===== config.mk =====
export PLATFORM = sky130hd
export DESIGN_NAME = adcrd_readout
export DESIGN_NICKNAME = d
export VERILOG_FILES = /design/src/verilog/adcrd_pkg.sv /design/src/verilog/adcrd_readout.sv
export SDC_FILE = /design/constraint.sdc
export NUM_CORES = 1
export LEC_CHECK = 0
export BUFFER_PORTS_ARGS = -buffer_cell sky130_fd_sc_hd__buf_2
export CORE_MARGIN = 1.5
export CORE_UTILIZATION = 25
export DETAILED_ROUTE_END_ITERATION = 8
export PLACE_DENSITY = 0.41
export SKIP_CTS_REPAIR_TIMING = 1
export SYNTH_ARGS = -nofsm -noshare
export SYNTH_HDL_FRONTEND = slang
export SYNTH_SLANG_ARGS = --single-unit
export TNS_END_PERCENT = 20

===== constraint.sdc =====
create_clock -name mclk_in -period 6.1 [get_ports mclk_in]
set_input_delay 0.915 -clock mclk_in [delete_from_list [all_inputs] [get_ports mclk_in]]
set_output_delay 0.915 -clock mclk_in [all_outputs]
set_load 0.05 [all_outputs]

===== src/verilog/adcrd_pkg.sv =====
package adcrd_pkg;
	// ****************************************
	// module addressing
	// ****************************************
	localparam logic [7:0] ADCRD_MODULE_BASE = 8'h09;
	localparam logic [7:0] ADCRD_REG_STATUS = 8'h00;
	localparam logic [7:0] ADCRD_REG_IRQ_ENABLE_SET = 8'h02;
	localparam logic [7:0] ADCRD_REG_IRQ_ENABLE_CLEAR = 8'h03;
	localparam logic [7:0] ADCRD_REG_WINDOW_MODE = 8'h04;
	localparam logic [7:0] ADCRD_REG_WINDOW_THRESH = 8'h05;
	localparam logic [7:0] ADCRD_REG_RESULT_FIRST = 8'h07;
	localparam logic [7:0] ADCRD_REG_RESULT_LAST = 8'h1B;

	// ****************************************
	// fields and widths
	// ****************************************
	localparam int ADCRD_RES_BITS = 10;
	localparam int ADCRD_RESULT_BYTES = 2;
	localparam int ADCRD_THRESH_BYTES = 4;
	localparam int ADCRD_MAX_CHAN = 20;
	localparam int ADCRD_NUM_SLOTS = ADCRD_MAX_CHAN + 1;
	localparam int ADCRD_STATUS_ERROR_BIT = 0;
	localparam int ADCRD_STATUS_WINDOW_BIT = 1;
	localparam int ADCRD_IRQ_WINDOW_BIT = 0;
	localparam logic [7:0] ADCRD_WINDOW_MODE_ON = 8'h01;
	localparam logic [20:0] ADCRD_CHAN_MASK_4 = 21'h00000F;
	localparam logic [20:0] ADCRD_CHAN_MASK_11 = 21'h1C0CCF;

	// ****************************************
	// reset values
	// ****************************************
	localparam logic [31:0] ADCRD_THRESH_RESET = 32'hFFFF0000;
	localparam logic [9:0] ADCRD_RESULT_RESET = 10'h000;

	// ****************************************
	// host timing
	// ****************************************
	localparam int ADCRD_CLK_HZ = 25000000;
	localparam int ADCRD_CMD_WAIT_US = 500;
	localparam int ADCRD_CHAN_GAP_US = 1000;
	localparam int ADCRD_CMD_WAIT_CYC = (ADCRD_CLK_HZ / 1000000) * ADCRD_CMD_WAIT_US;
	localparam int ADCRD_CHAN_GAP_CYC = (ADCRD_CLK_HZ / 1000000) * ADCRD_CHAN_GAP_US;
endpackage


===== src/verilog/adcrd_readout.sv =====
`timescale 1ns/1ps
module adcrd_readout
	import adcrd_pkg::*;
#(
	parameter logic [20:0] CHAN_MASK = ADCRD_CHAN_MASK_4,
	parameter int CMD_WAIT_CYC = ADCRD_CMD_WAIT_CYC,
	parameter int CHAN_GAP_CYC = ADCRD_CHAN_GAP_CYC
) (
	input wire logic mclk_in,
	input wire logic rst_n_in,
	input wire logic cmd_valid_in,
	input wire logic [7:0] cmd_base_in,
	input wire logic [7:0] cmd_reg_in,
	input wire logic wr_valid_in,
	input wire logic [7:0] wr_data_in,
	input wire logic rd_req_in,
	input wire logic sample_valid_in,
	input wire logic [4:0] sample_chan_in,
	input wire logic [9:0] sample_data_in,
	input wire logic sample_error_in,
	output logic [7:0] rd_data_out,
	output logic rd_valid_out,
	output logic irq_out,
	output logic window_mode_out
);

	// ****************************************
	// elaboration checks
	// ****************************************
	if (CMD_WAIT_CYC < 1 || CMD_WAIT_CYC > 65535 || CHAN_GAP_CYC < 1 || CHAN_GAP_CYC > 65535) begin : g_bad_timing
		$error("host timing counts must lie in 1..65535");
	end
	if (CHAN_MASK == 21'h000000) begin : g_bad_mask
		$error("at least one channel must be populated");
	end

	localparam logic [15:0] CMD_WAIT = 16'(CMD_WAIT_CYC);
	localparam logic [15:0] CHAN_GAP = 16'(CHAN_GAP_CYC);

	// ****************************************
	// state
	// ****************************************
	typedef struct packed {
		logic [ADCRD_NUM_SLOTS-1:0][ADCRD_RES_BITS-1:0] result;
		logic selected;
		logic [7:0] reg_sel;
		logic [1:0] byte_idx;
		logic [31:0] thresh;
		logic window_mode;
		logic window_irq_en;
		logic window_flag;
		logic error_flag;
		logic [15:0] since_cmd;
		logic [15:0] since_chan;
		logic [4:0] last_chan;
		logic [7:0] rd_data;
		logic rd_valid;
		logic irq;
	} adcrd_state_s;

	adcrd_state_s state_ff;
	adcrd_state_s nxt_state;

	logic is_result;
	logic [4:0] sel_chan;
	logic [ADCRD_RES_BITS-1:0] sel_val;
	logic [15:0] sel_word;
	logic [31:0] thresh_byte_shift;
	logic outside;
	logic [15:0] samp16;
	logic read_take;
	logic status_rd;
	logic en_clr_wr;

	// ****************************************
	// read decode
	// ****************************************
	always_comb begin
		is_result = state_ff.reg_sel >= ADCRD_REG_RESULT_FIRST
			&& state_ff.reg_sel <= ADCRD_REG_RESULT_LAST;
		sel_chan = 5'(state_ff.reg_sel - ADCRD_REG_RESULT_FIRST);
		sel_val = (is_result && CHAN_MASK[sel_chan]) ? state_ff.result[sel_chan] : 10'h000;
		sel_word = {6'h00, sel_val};
		samp16 = {6'h00, sample_data_in};
		// upper bound checked against the high half, lower against the low half
		outside = samp16 > state_ff.thresh[31:16] || samp16 < state_ff.thresh[15:0];
		thresh_byte_shift = {state_ff.thresh[23:0], wr_data_in};
		// qualified bus events, watched by the checks below
		read_take = state_ff.selected && rd_req_in && !cmd_valid_in && !wr_valid_in;
		status_rd = read_take && state_ff.reg_sel == ADCRD_REG_STATUS;
		en_clr_wr = state_ff.selected && wr_valid_in && !cmd_valid_in
			&& state_ff.reg_sel == ADCRD_REG_IRQ_ENABLE_CLEAR;
	end

	// ****************************************
	// next state
	// ****************************************
	always_comb begin
		nxt_state = state_ff;
		nxt_state.rd_valid = 1'b0;
		if (state_ff.since_cmd != 16'hFFFF) begin
			nxt_state.since_cmd = state_ff.since_cmd + 16'h0001;
		end
		if (state_ff.since_chan != 16'hFFFF) begin
			nxt_state.since_chan = state_ff.since_chan + 16'h0001;
		end

		if (cmd_valid_in) begin
			nxt_state.selected = cmd_base_in == ADCRD_MODULE_BASE;
			nxt_state.reg_sel = cmd_reg_in;
			nxt_state.byte_idx = 2'h0;
			nxt_state.since_cmd = 16'h0000;
		end else if (wr_valid_in && state_ff.selected) begin
			// saturates so a long burst never wraps back to byte 0
			if (state_ff.byte_idx != 2'h3) begin
				nxt_state.byte_idx = state_ff.byte_idx + 2'h1;
			end
			unique case (state_ff.reg_sel)
				ADCRD_REG_IRQ_ENABLE_SET: begin
					if (state_ff.byte_idx == 2'h0 && wr_data_in[ADCRD_IRQ_WINDOW_BIT]) begin
						nxt_state.window_irq_en = 1'b1;
					end
				end
				ADCRD_REG_IRQ_ENABLE_CLEAR: begin
					if (state_ff.byte_idx == 2'h0 && wr_data_in[ADCRD_IRQ_WINDOW_BIT]) begin
						nxt_state.window_irq_en = 1'b0;
					end
				end
				ADCRD_REG_WINDOW_MODE: begin
					if (state_ff.byte_idx == 2'h0) begin
						nxt_state.window_mode = wr_data_in == ADCRD_WINDOW_MODE_ON;
					end
				end
				ADCRD_REG_WINDOW_THRESH: begin
					// msb first; only the last four bytes written survive
					nxt_state.thresh = thresh_byte_shift;
				end
				default: begin
				end
			endcase
		end else if (rd_req_in && state_ff.selected) begin
			nxt_state.rd_valid = 1'b1;
			if (state_ff.byte_idx != 2'h3) begin
				nxt_state.byte_idx = state_ff.byte_idx + 2'h1;
			end
			if (state_ff.reg_sel == ADCRD_REG_STATUS) begin
				nxt_state.rd_data = 8'h00;
				nxt_state.rd_data[ADCRD_STATUS_ERROR_BIT] = state_ff.error_flag;
				nxt_state.rd_data[ADCRD_STATUS_WINDOW_BIT] = state_ff.window_flag;
				nxt_state.window_flag = 1'b0;
				nxt_state.error_flag = 1'b0;
			end else if (is_result) begin
				// big-endian: high byte first, padding bytes read zero
				unique case (state_ff.byte_idx)
					2'h0: nxt_state.rd_data = sel_word[15:8];
					2'h1: nxt_state.rd_data = sel_word[7:0];
					default: nxt_state.rd_data = 8'h00;
				endcase
				if (state_ff.byte_idx == 2'h0) begin
					// a premature read still answers but is reported
					if (state_ff.since_cmd < CMD_WAIT) begin
						nxt_state.error_flag = 1'b1;
					end
					if (sel_chan != state_ff.last_chan && state_ff.since_chan < CHAN_GAP) begin
						nxt_state.error_flag = 1'b1;
					end
					nxt_state.last_chan = sel_chan;
					nxt_state.since_chan = 16'h0000;
				end
			end else begin
				nxt_state.rd_data = 8'h00;
			end
		end

		if (sample_valid_in && 5'(sample_chan_in) <= 5'(ADCRD_MAX_CHAN)
			&& CHAN_MASK[sample_chan_in]) begin
			nxt_state.result[sample_chan_in] = sample_data_in;
			if (state_ff.window_mode && outside) begin
				nxt_state.window_flag = 1'b1;
			end
		end
		if (sample_error_in) begin
			nxt_state.error_flag = 1'b1;
		end

		nxt_state.irq = state_ff.window_flag && state_ff.window_irq_en;

		if (!rst_n_in) begin
			nxt_state.result = '0;
			nxt_state.selected = 1'b0;
			nxt_state.reg_sel = 8'h00;
			nxt_state.byte_idx = 2'h0;
			nxt_state.thresh = ADCRD_THRESH_RESET;
			nxt_state.window_mode = 1'b0;
			nxt_state.window_irq_en = 1'b0;
			nxt_state.window_flag = 1'b0;
			nxt_state.error_flag = 1'b0;
			nxt_state.since_cmd = 16'hFFFF;
			nxt_state.since_chan = 16'hFFFF;
			nxt_state.last_chan = 5'h00;
			nxt_state.rd_data = 8'h00;
			nxt_state.rd_valid = 1'b0;
			nxt_state.irq = 1'b0;
		end
	end

	always_ff @(posedge mclk_in) begin
		state_ff <= nxt_state;
	end

	assign rd_data_out = state_ff.rd_data;
	assign rd_valid_out = state_ff.rd_valid;
	assign irq_out = state_ff.irq;
	assign window_mode_out = state_ff.window_mode;
endmodule // adcrd_readout

==> results of run 1 <==
power by group through the flow:
| stage | sequential [mW] | combinational (mW) | clock [mW] |
|---|---|---|---|
| finish | 0.983 | 0.344 | 1.03 |
| global route | 0.990 | 0.391 | 1.10 |
| CTS | 0.981 | 0.349 | 1.06 |
| detailed placement | 1.00 | 0.344 | 0 |
| global placement | 1.00 | 0.347 | 0 |
| floorplan | 0.984 | 0.269 | 0 |
worst max-delay path, cell delays in order:
cell     delay [ps]
buf_2           100
nor4b_1         770
nor3b_2         990
mux2i_1         270
nor2_1           50
area by class of cell:
class / instances / area, um2
Multi-Input combinational cell: 476 / 3370
Inverter: 28 / 105
Tap cell: 330 / 413
Timing Repair Buffer: 60 / 310
Sequential cell: 134 / 2680
Fill cell: 2681 / 17700
Clock inverter: 13 / 135
Clock buffer: 19 / 453
synth_stat cells, types with 17 or more instances:
library cell,instances
dfxtp_1,134
nor2_1,63
nand2_1,63
inv_1,28
nor2b_1,22
o21ai_0,42
o211ai_1,19
ha_1,28
xnor2_1,17
mux2i_1,54
clkbuf_1,26
path summary, 6_finish.rpt:
path | from | end | cells past startpoint
worst max-delay path | sample_chan_in[3] | state_ff[103] | 5
worst min-delay path | state_ff[59] | state_ff[59] | 2
worst min register to register | state_ff[59] | state_ff[59] | 2
worst max register to register | state_ff[85] | rd_data_out[1] | 7
layer usage:
metal / up-vias / track usage (%)
met3: 16 / 3.07
li1: 2467 / -
met5: - / 0
met2: 79 / 19.9
met4: 0 / 3.38
met1: 2231 / 17.9
flip-flops by register name, summed over array words and instances, names as in the netlist:
register,flops
state_ff,123
rd_data_out,8
rd_valid_out,1
irq_out,1
window_mode_out,1
per-stage QoR:
stage | utilization, % | area (um2) | cells
after floorplan | - | 6410 | 689
after global placement | 27.3 | 6880 | 1028
after detailed placement | 27.3 | 6880 | 1028
after CTS | 29.6 | 7460 | 1060
after global routing | 29.6 | 7460 | 1060
final | 29.6 | 7460 | 1060
kinds of logic after synthesis:
family	after synthesis	synth area share, %
adder cells (fa/ha/maj)	28	5.47
flip-flops	134	41.9
multiplexers	64	12.0
XOR/XNOR	33	4.51
AND/OR/NAND/NOR	223	17.6
buffers and inverters	79	5.68
AO/OA/AOI/OAI	128	13.0
==> reports/metrics.csv, run 1 <==
stage,metric,value,unit
setup_path,crit path max fanout,10,
setup_path,Worst Setup End Kind,flop,
clock_tree,clk slew on worst S/H paths,60,ps
pwr,Max VDD drop,0.000140,V
floorplanning,# IOs,57,
detailed_routing,Initial DRC Count,242,
placement,RePlAce Congestion,0.695,
yosys,post-synth top area share,41.9,%
global_routing,GR Util All Layers,12.9,%
pwr,combinational share of power,14.6,%
floorplanning,Chip Width,163,um
pwr,internal power,1.67,mW
timing,Fmax,357,MHz
timing,final setup fails,0,
pwr,Net Sw Frac,28.8,%
timing,Final Skew,13.3,ps
timing,Final Max Tran Viols,0,
floorplanning,Die Y,163,um
timing,setup TNS,0,ps
yosys,prevailing post-synth register cell,dfxtp_1,
timing,Slew @ Worst Pin,1080,ps
placement,pre-CTS setup slack,2850,ps
detailed_routing,vias post-DR,4793,
detailed_routing,highest routed layer,met4,
yosys,Yosys Warn Count,0,
outcome,status,"finished, final reports clean",
yosys,Post-synth EDFFs,0,
detailed_routing,M1 WL,8320,um
floorplanning,Initial Utilization,25.4,%
timing,Rel. slew slack,27.9,%
run,maxcap violations,0,
layout,P&R area growth vs syn,16.5,%
timing,hold violation count in the final report,0,
detailed_routing,vias per cell,4.52,
placement,Detailed Place HPWL,11100,um
yosys,post-synth top area cell,dfxtp_1,
layout,"commonest cells after routing, fill and taps aside","dfxtp_1 (134), nor2_1 (63), nand2_1 (63)",
yosys,async set or reset register ratio after synthesis,0,%
pwr,Seq pwr share,41.8,%
setup_path,crit path launch type,input pin,
clock_tree,Max H-tree Level,4,
floorplanning,area of the core,25200,um2
detailed_routing,Avg WL per Cell,15.2,um
timing,RSZ-0062 raised after global routing,no,
global_routing,grt ovf,0,
floorplanning,Die ar.,26600,um2
setup_path,WP data required,6400,ps
layout,share of cells above drive strength 1,14.7,%
detailed_routing,DRC viols,0,
global_routing,initial antenna violation count,0,
clock_tree,CTS Sinks,134,
global_routing,global-route wire length before repair,26200,um
pwr,switching power,678,uW
detailed_routing,drt first pass iters,4,
timing,hold_ws,452,ps
layout,"most common cell after layout, fill and taps aside",dfxtp_1,
global_routing,vias in the first global route,4646,
yosys,register bit total from synthesis,134,
placement,buffers added on ports,56,
clock_tree,maximum buffer depth of the clock tree,2,
yosys,"Avg Cell Area, Syn",9.30,um2
hold_path,path type of the worst min-delay path,flop to flop,
layout,# nets final,791,
yosys,Synth Net Count,763,
detailed_routing,met2 routed WL,7110,um
floorplanning,Cell Rows,58,
yosys,sequential fraction of the synthesis area,41.9,%
clock_tree,CTS tree,built,
detailed_routing,WL met3,541,um
clock_tree,TritonCTS Buffers,17,
detailed_routing,post-route ant nets,0,
pwr,Leakage,3.10,nW
yosys,Mapped Cells,689,
setup_path,WS Path Type,input pin to flop,
detailed_routing,WL final,16100,um
yosys,synth top area cells,"dfxtp_1 (42%), mux2i_1 (8.4%), ha_1 (5.5%), nand2_1 (3.7%), nor2_1 (3.7%)",
layout,ant diodes,0,
yosys,library cells used by synthesis,54,
timing,Tcrit/Tclk final,45.9,%
pwr,pwr dens,315,nW/um2
yosys,synthesized area,6410,um2
clock_tree,clk root buf,clkbuf_16,
timing,Final min period,2800,ps
timing,slack of the critical path,3300,ps
global_routing,largest net degree at the start of global routing,62,
pwr,clock share of power,43.6,%
setup_path,WP data arrival,3100,ps
clock_tree,clk_lat worst skew,430,ps
pwr,Power Total,2.35,mW
setup_path,r2r setup slk,3400,ps
Power figures use the tool's default switching activity.
==> run 2, diff against run 1 <==
- PLACE_DENSITY: 0.41 -> 0.42
- clock period: 6.1 -> 2.5 ns (I/O delays scaled with it)
==> reports/metrics.csv, run 2 (same netlist as run 1, synthesis figures left out) <==
stage,metric,value,unit,change
outcome,status,"finished, final reports clean",,unchanged
hold_path,path type of the worst min-delay path,input pin to flop,,was flop to flop
layout,ant diodes,0,,unchanged
setup_path,WP data required,2780,ps,was 6400 ps
floorplanning,Initial Utilization,25.4,%,unchanged
detailed_routing,vias post-DR,4799,,was 4793
floorplanning,# IOs,57,,unchanged
setup_path,crit path launch type,flop,,was input pin
layout,# nets final,803,,was 791
detailed_routing,vias per cell,4.48,,was 4.52
layout,Largest Register,state_ff,,unchanged
timing,Fmax,467,MHz,
setup_path,slowest cell delay on critical path,580,ps,was 990 ps
clock_tree,TritonCTS Buffers,17,,unchanged
clock_tree,maximum buffer depth of the clock tree,2,,unchanged
global_routing,global-route wire length before repair,26000,um,was 26200 um
setup_path,CP cell instances,inv_1 > ha_1 > mux4_2 > a22o_1 > a22oi_1 > a21oi_1,,was buf_2 > nor4b_1 > nor3b_2 > mux2i_1 > nor2_1
timing,hold violation count in the final report,0,,unchanged
setup_path,R2R depth,6,,was 7
detailed_routing,drt first pass iters,4,,unchanged
timing,Final min period,2140,ps,
clock_tree,clk root buf,clkbuf_16,,unchanged
layout,"commonest cells after routing, fill and taps aside","dfxtp_1 (134), nor2_1 (63), nand2_1 (63)",,unchanged
floorplanning,Die ar.,26600,um2,unchanged
detailed_routing,WL met3,494,um,was 541 um
floorplanning,area of the core,25200,um2,unchanged
placement,Detailed Place HPWL,11100,um,about the same
timing,Tcrit/Tclk final,85.7,%,
detailed_routing,Avg WL per Cell,14.9,um,was 15.2 um
pwr,Max VDD drop,0.000410,V,was 0.000140 V
pwr,switching power,1.60,mW,was 678 uW
detailed_routing,post-route ant nets,0,,unchanged
detailed_routing,Initial DRC Count,242,,unchanged
pwr,pwr dens,759,nW/um2,was 315 nW/um2
setup_path,WP data arrival,2430,ps,was 3100 ps
global_routing,largest net degree at the start of global routing,58,,was 62
timing,Rel. slew slack,55.9,%,was 27.9%
run,maxcap violations,0,,unchanged
setup_path,worst r2r dst,rd_data_out[1],,unchanged
setup_path,Critical Path End,rd_data_out[1],,was state_ff[103]
floorplanning,Chip Width,163,um,unchanged
placement,RePlAce Congestion,0.742,,was 0.695
clock_tree,CTS tree,built,,unchanged
timing,final setup fails,0,,unchanged
layout,"most common cell after layout, fill and taps aside",dfxtp_1,,unchanged
global_routing,grt ovf,0,,unchanged
timing,Final Skew,12.8,ps,was 13.3 ps
floorplanning,Cell Rows,58,,unchanged
timing,setup TNS,0,ps,unchanged
timing,RSZ-0062 raised after global routing,no,,unchanged
setup_path,r2r setup slk,360,ps,was 3400 ps
detailed_routing,highest routed layer,met4,,unchanged
timing,Final Max Tran Viols,0,,unchanged
pwr,clock share of power,43.7,%,was 43.6%
clock_tree,CTS Sinks,134,,unchanged
timing,slack of the critical path,357,ps,was 3300 ps
global_routing,vias in the first global route,4725,,was 4646
detailed_routing,WL final,16000,um,was 16100 um
floorplanning,Die Y,163,um,unchanged
pwr,Leakage,3.15,nW,was 3.10 nW
placement,buffers added on ports,56,,unchanged
timing,Slew @ Worst Pin,661,ps,was 1080 ps
setup_path,CP Launch Point,state_ff[86],,was sample_chan_in[3]
clock_tree,clk_lat worst skew,420,ps,was 430 ps
global_routing,initial antenna violation count,0,,unchanged
pwr,Net Sw Frac,27.9,%,was 28.8%
setup_path,WS Path Type,flop to flop,,was input pin to flop
detailed_routing,M1 WL,8420,um,was 8320 um
detailed_routing,met2 routed WL,6940,um,was 7110 um
setup_path,Worst Setup End Kind,flop,,unchanged
placement,pre-CTS setup slack,325,ps,was 2850 ps
setup_path,crit path max fanout,9,,was 10
layout,max reg flops,123,,unchanged
clock_tree,Max H-tree Level,4,,unchanged
detailed_routing,DRC viols,0,,unchanged
pwr,combinational share of power,14.7,%,was 14.6%
pwr,Seq pwr share,41.7,%,was 41.8%
setup_path,r2r startpoint,state_ff[86],,was state_ff[85]
clock_tree,clk slew on worst S/H paths,60,ps,about the same
layout,share of cells above drive strength 1,15.9,%,was 14.7%
global_routing,GR Util All Layers,12.8,%,was 12.9%
layout,P&R area growth vs syn,18.1,%,was 16.5%
setup_path,slowest CP cell,ha_1,,was nor3b_2
pwr,internal power,4.14,mW,was 1.67 mW
-- run 2: stage by stage --
step / hold slack (ps) / std cells / util (%) / area (um2) / total power, mW
floorplan: 435 / 689 / - / 6410 / 3.06
global placement: 448 / 1040 / 27.7 / 6980 / 3.30
detailed placement: 451 / 1040 / 27.7 / 6980 / 3.29
CTS: 181 / 1072 / 30.1 / 7570 / 5.83
global route: 186 / 1072 / 30.1 / 7570 / 6.06
finish: 199 / 1072 / 30.1 / 7570 / 5.74
-- run 2: power by group through the flow --
stage	Sequential (mW)	Clock, mW	Combinational [mW]
after floorplan	2.40	0	0.657
after global placement	2.44	0	0.855
after detailed placement	2.44	0	0.849
after CTS	2.39	2.58	0.858
after global routing	2.42	2.68	0.964
final	2.39	2.51	0.842
-- run 2: worst max-delay path: cells and delay by family, from the launching register on --
| kind | cells | cell delay, ps |
|---|---|---|
| AOI/OAI and AO/OA | 3 | 400 |
| adders and majority gates | 1 | 580 |
| buffers and inverters | 1 | 80 |
| DFF | 1 | 390 |
| muxes | 1 | 560 |
-- run 2: how the worst min path moves through the flow --
stage	endpoint	cells past startpoint	from	slack, ps
floorplan	state_ff[59]	2	state_ff[59]	440
global placement	state_ff[59]	2	state_ff[59]	450
detailed placement	state_ff[59]	2	state_ff[59]	450
CTS	state_ff[56]	3	wr_data_in[5]	180
global route	state_ff[58]	3	wr_data_in[7]	190
finish	state_ff[56]	3	wr_data_in[5]	200
-- run 2: area by class of cell --
cell class / instances / area, um2
fillers: 2640 / 17600
clock buffers: 19 / 443
multi-input cells: 476 / 3370
inverters: 28 / 105
well taps: 330 / 413
flip-flops and latches: 134 / 2680
clock inverters: 13 / 145
repair buffers: 72 / 413
-- run 2: routing by layer --
layer	global-route usage [%]	up-vias
li1	-	2498
met4	3.38	0
met1	17.9	2216
met2	19.6	77
met5	0	-
met3	2.97	8
==> run 3, diff against run 2 <==
- PLACE_DENSITY: 0.42 -> 0.41
- clock period: 2.5 -> 2.53 ns (I/O delays scaled with it)
==> reports/metrics.csv, run 3 (same netlist as run 1, synthesis figures left out) <==
stage,metric,value,unit,change
setup_path,R2R depth,6,,unchanged
hold_path,Hold Crit Start,wr_data_in[5],,unchanged
pwr,Leakage,3.18,nW,was 3.15 nW
timing,Fmax,463,MHz,was 467 MHz
placement,Detailed Place HPWL,11500,um,was 11100 um
layout,fin cells,1074,,was 1072
hold_path,Hold Path Depth,3,,unchanged
timing,Final min period,2160,ps,was 2140 ps
placement,placed cell count,1042,,was 1040
floorplanning,# IOs,57,,unchanged
floorplanning,Die ar.,26600,um2,unchanged
layout,share of cells above drive strength 1,16.3,%,was 15.9%
clock_tree,maximum buffer depth of the clock tree,2,,unchanged
pwr,Seq pwr share,40.7,%,was 41.7%
layout,ant diodes,0,,unchanged
layout,# nets final,805,,was 803
timing,Final Skew,9.06,ps,was 12.8 ps
pwr,pwr dens,762,nW/um2,was 759 nW/um2
layout,layout filler cell count,2663,,was 2640
floorplanning,Chip Width,163,um,unchanged
setup_path,WS Path Type,flop to flop,,unchanged
detailed_routing,drt first pass iters,4,,unchanged
layout,Largest Register,state_ff,,unchanged
detailed_routing,DRC viols,0,,unchanged
clock_tree,TritonCTS Buffers,17,,unchanged
layout,"commonest cells after routing, fill and taps aside","dfxtp_1 (134), nor2_1 (63), nand2_1 (63)",,unchanged
timing,final setup fails,0,,unchanged
floorplanning,Die Y,163,um,unchanged
clock_tree,clk slew on worst S/H paths,70,ps,was 60 ps
placement,Placed Area,7010,um2,was 6980 um2
global_routing,vias in the first global route,4569,,was 4725
setup_path,crit path launch type,flop,,unchanged
timing,Tcrit/Tclk final,85.4,%,was 85.7%
setup_path,worst r2r dst,state_ff[48],,was rd_data_out[1]
setup_path,slowest CP cell,nor4b_2,,was ha_1
placement,RePlAce Congestion,0.756,,was 0.742
timing,slack of the critical path,370,ps,was 357 ps
pwr,switching power,1.63,mW,was 1.60 mW
timing,Slew @ Worst Pin,621,ps,was 661 ps
clock_tree,Max H-tree Level,4,,unchanged
layout,P&R area growth vs syn,19.0,%,was 18.1%
setup_path,r2r setup slk,370,ps,was 360 ps
pwr,internal power,4.18,mW,was 4.14 mW
layout,"most common cell after layout, fill and taps aside",dfxtp_1,,unchanged
outcome,status,"finished, final reports clean",,unchanged
timing,hold violation count in the final report,0,,unchanged
clock_tree,clk root buf,clkbuf_16,,unchanged
detailed_routing,vias per cell,4.49,,was 4.48
pwr,Max VDD drop,0.000353,V,was 0.000410 V
layout,max reg flops,123,,unchanged
detailed_routing,post-route ant nets,0,,unchanged
setup_path,r2r startpoint,state_ff[90],,was state_ff[86]
timing,Final Max Tran Viols,0,,unchanged
floorplanning,area of the core,25200,um2,unchanged
layout,post-route cell area,7620,um2,was 7570 um2
placement,pre-CTS setup slack,363,ps,was 325 ps
pwr,Net Sw Frac,28.0,%,was 27.9%
clock_tree,CTS Sinks,134,,unchanged
global_routing,global-route wire length before repair,26100,um,was 26000 um
setup_path,crit path max fanout,4,,was 9
run,maxcap violations,0,,unchanged
global_routing,initial antenna violation count,0,,unchanged
floorplanning,Initial Utilization,25.4,%,unchanged
setup_path,slowest cell delay on critical path,510,ps,was 580 ps
setup_path,WP data required,2830,ps,was 2780 ps
setup_path,WP data arrival,2460,ps,was 2430 ps
pwr,combinational share of power,14.4,%,was 14.7%
clock_tree,CTS tree,built,,unchanged
hold_path,path type of the worst min-delay path,input pin to flop,,unchanged
global_routing,GR Util All Layers,13.0,%,was 12.8%
detailed_routing,WL final,16400,um,was 16000 um
global_routing,largest net degree at the start of global routing,74,,was 58
timing,Rel. slew slack,58.6,%,was 55.9%
floorplanning,Cell Rows,58,,unchanged
setup_path,Worst Setup End Kind,flop,,unchanged
clock_tree,clk_lat worst skew,430,ps,was 420 ps
placement,buffers added on ports,56,,unchanged
detailed_routing,Initial DRC Count,236,,was 242
layout,Final Util,30.3,%,was 30.1%
detailed_routing,vias post-DR,4822,,was 4799
timing,setup TNS,0,ps,unchanged
global_routing,grt ovf,0,,unchanged
setup_path,CP cell instances,or3_1 > or2_4 > nor4b_2 > nand2_1 > a32oi_1 > a211oi_1,,was inv_1 > ha_1 > mux4_2 > a22o_1 > a22oi_1 > a21oi_1
hold_path,WHS Endpoint,state_ff[56],,unchanged
pwr,clock share of power,45.0,%,was 43.7%
detailed_routing,Avg WL per Cell,15.3,um,was 14.9 um
timing,RSZ-0062 raised after global routing,no,,unchanged
## run 3: cell count changes in the layout (fill, tap and decap cells not counted), sizes merged
cell    previous run  this run
buf               72        74
inv               32        34
clkinv             4         3
clkbuf            19        17
bufinv             2         3
## run 3: layer usage
metal	wire length, um	track usage [%]	vias up	share of wire [%]
met5	0	0	-	0
met4	262	4.80	0	1.6
met3	565	2.56	15	3.4
met2	7190	19.7	75	44
met1	8390	18.2	2226	51
li1	-	-	2506	-
## run 3: how the worst max path moves through the flow
| stage | startpoint | endpoint | slack (ps) |
|---|---|---|---|
| 2_1_floorplan | state_ff[85] | rd_data_out[0] | 140 |
| 3_3_place_gp | sample_data_in[9] | state_ff[48] | 440 |
| 3_5_place_dp | state_ff[90] | state_ff[48] | 360 |
| 4_1_cts | state_ff[90] | state_ff[48] | 350 |
| 5_1_grt | state_ff[85] | rd_data_out[0] | 230 |
| 6_report | state_ff[90] | state_ff[48] | 370 |
## run 3: cell type report
| cell class | count | area, um2 | share of cell area, % |
|---|---|---|---|
| Timing Repair Buffer | 74 | 440 | 5.78 |
| Tap cell | 330 | 413 | 5.42 |
| Clock buffer | 17 | 425 | 5.58 |
| Clock inverter | 15 | 191 | 2.51 |
| Multi-Input combinational cell | 476 | 3370 | 44.1 |
| Inverter | 28 | 105 | 1.38 |
| Sequential cell | 134 | 2680 | 35.2 |
## run 3: power groups by stage
stage	clock [mW]	sequential [mW]	combinational [mW]
floorplan	0	2.37	0.649
global placement	0	2.41	0.851
detailed placement	0	2.41	0.844
CTS	2.69	2.36	0.853
global route	2.79	2.39	0.956
finish	2.61	2.36	0.835
## run 3: critical path: cells and delay by family (launching register included)
family	cells	cell delay (ps)
DFF	1	310
AOI/OAI and AO/OA	2	300
and+or+nand+nor	4	1440
## run 3: metrics by stage
step | total power [mW] | hold WS (ps)
after floorplan | 3.02 | 435
after global routing | 6.14 | 192
after CTS | 5.90 | 181
after global placement | 3.26 | 448
final | 5.81 | 196
after detailed placement | 3.25 | 451
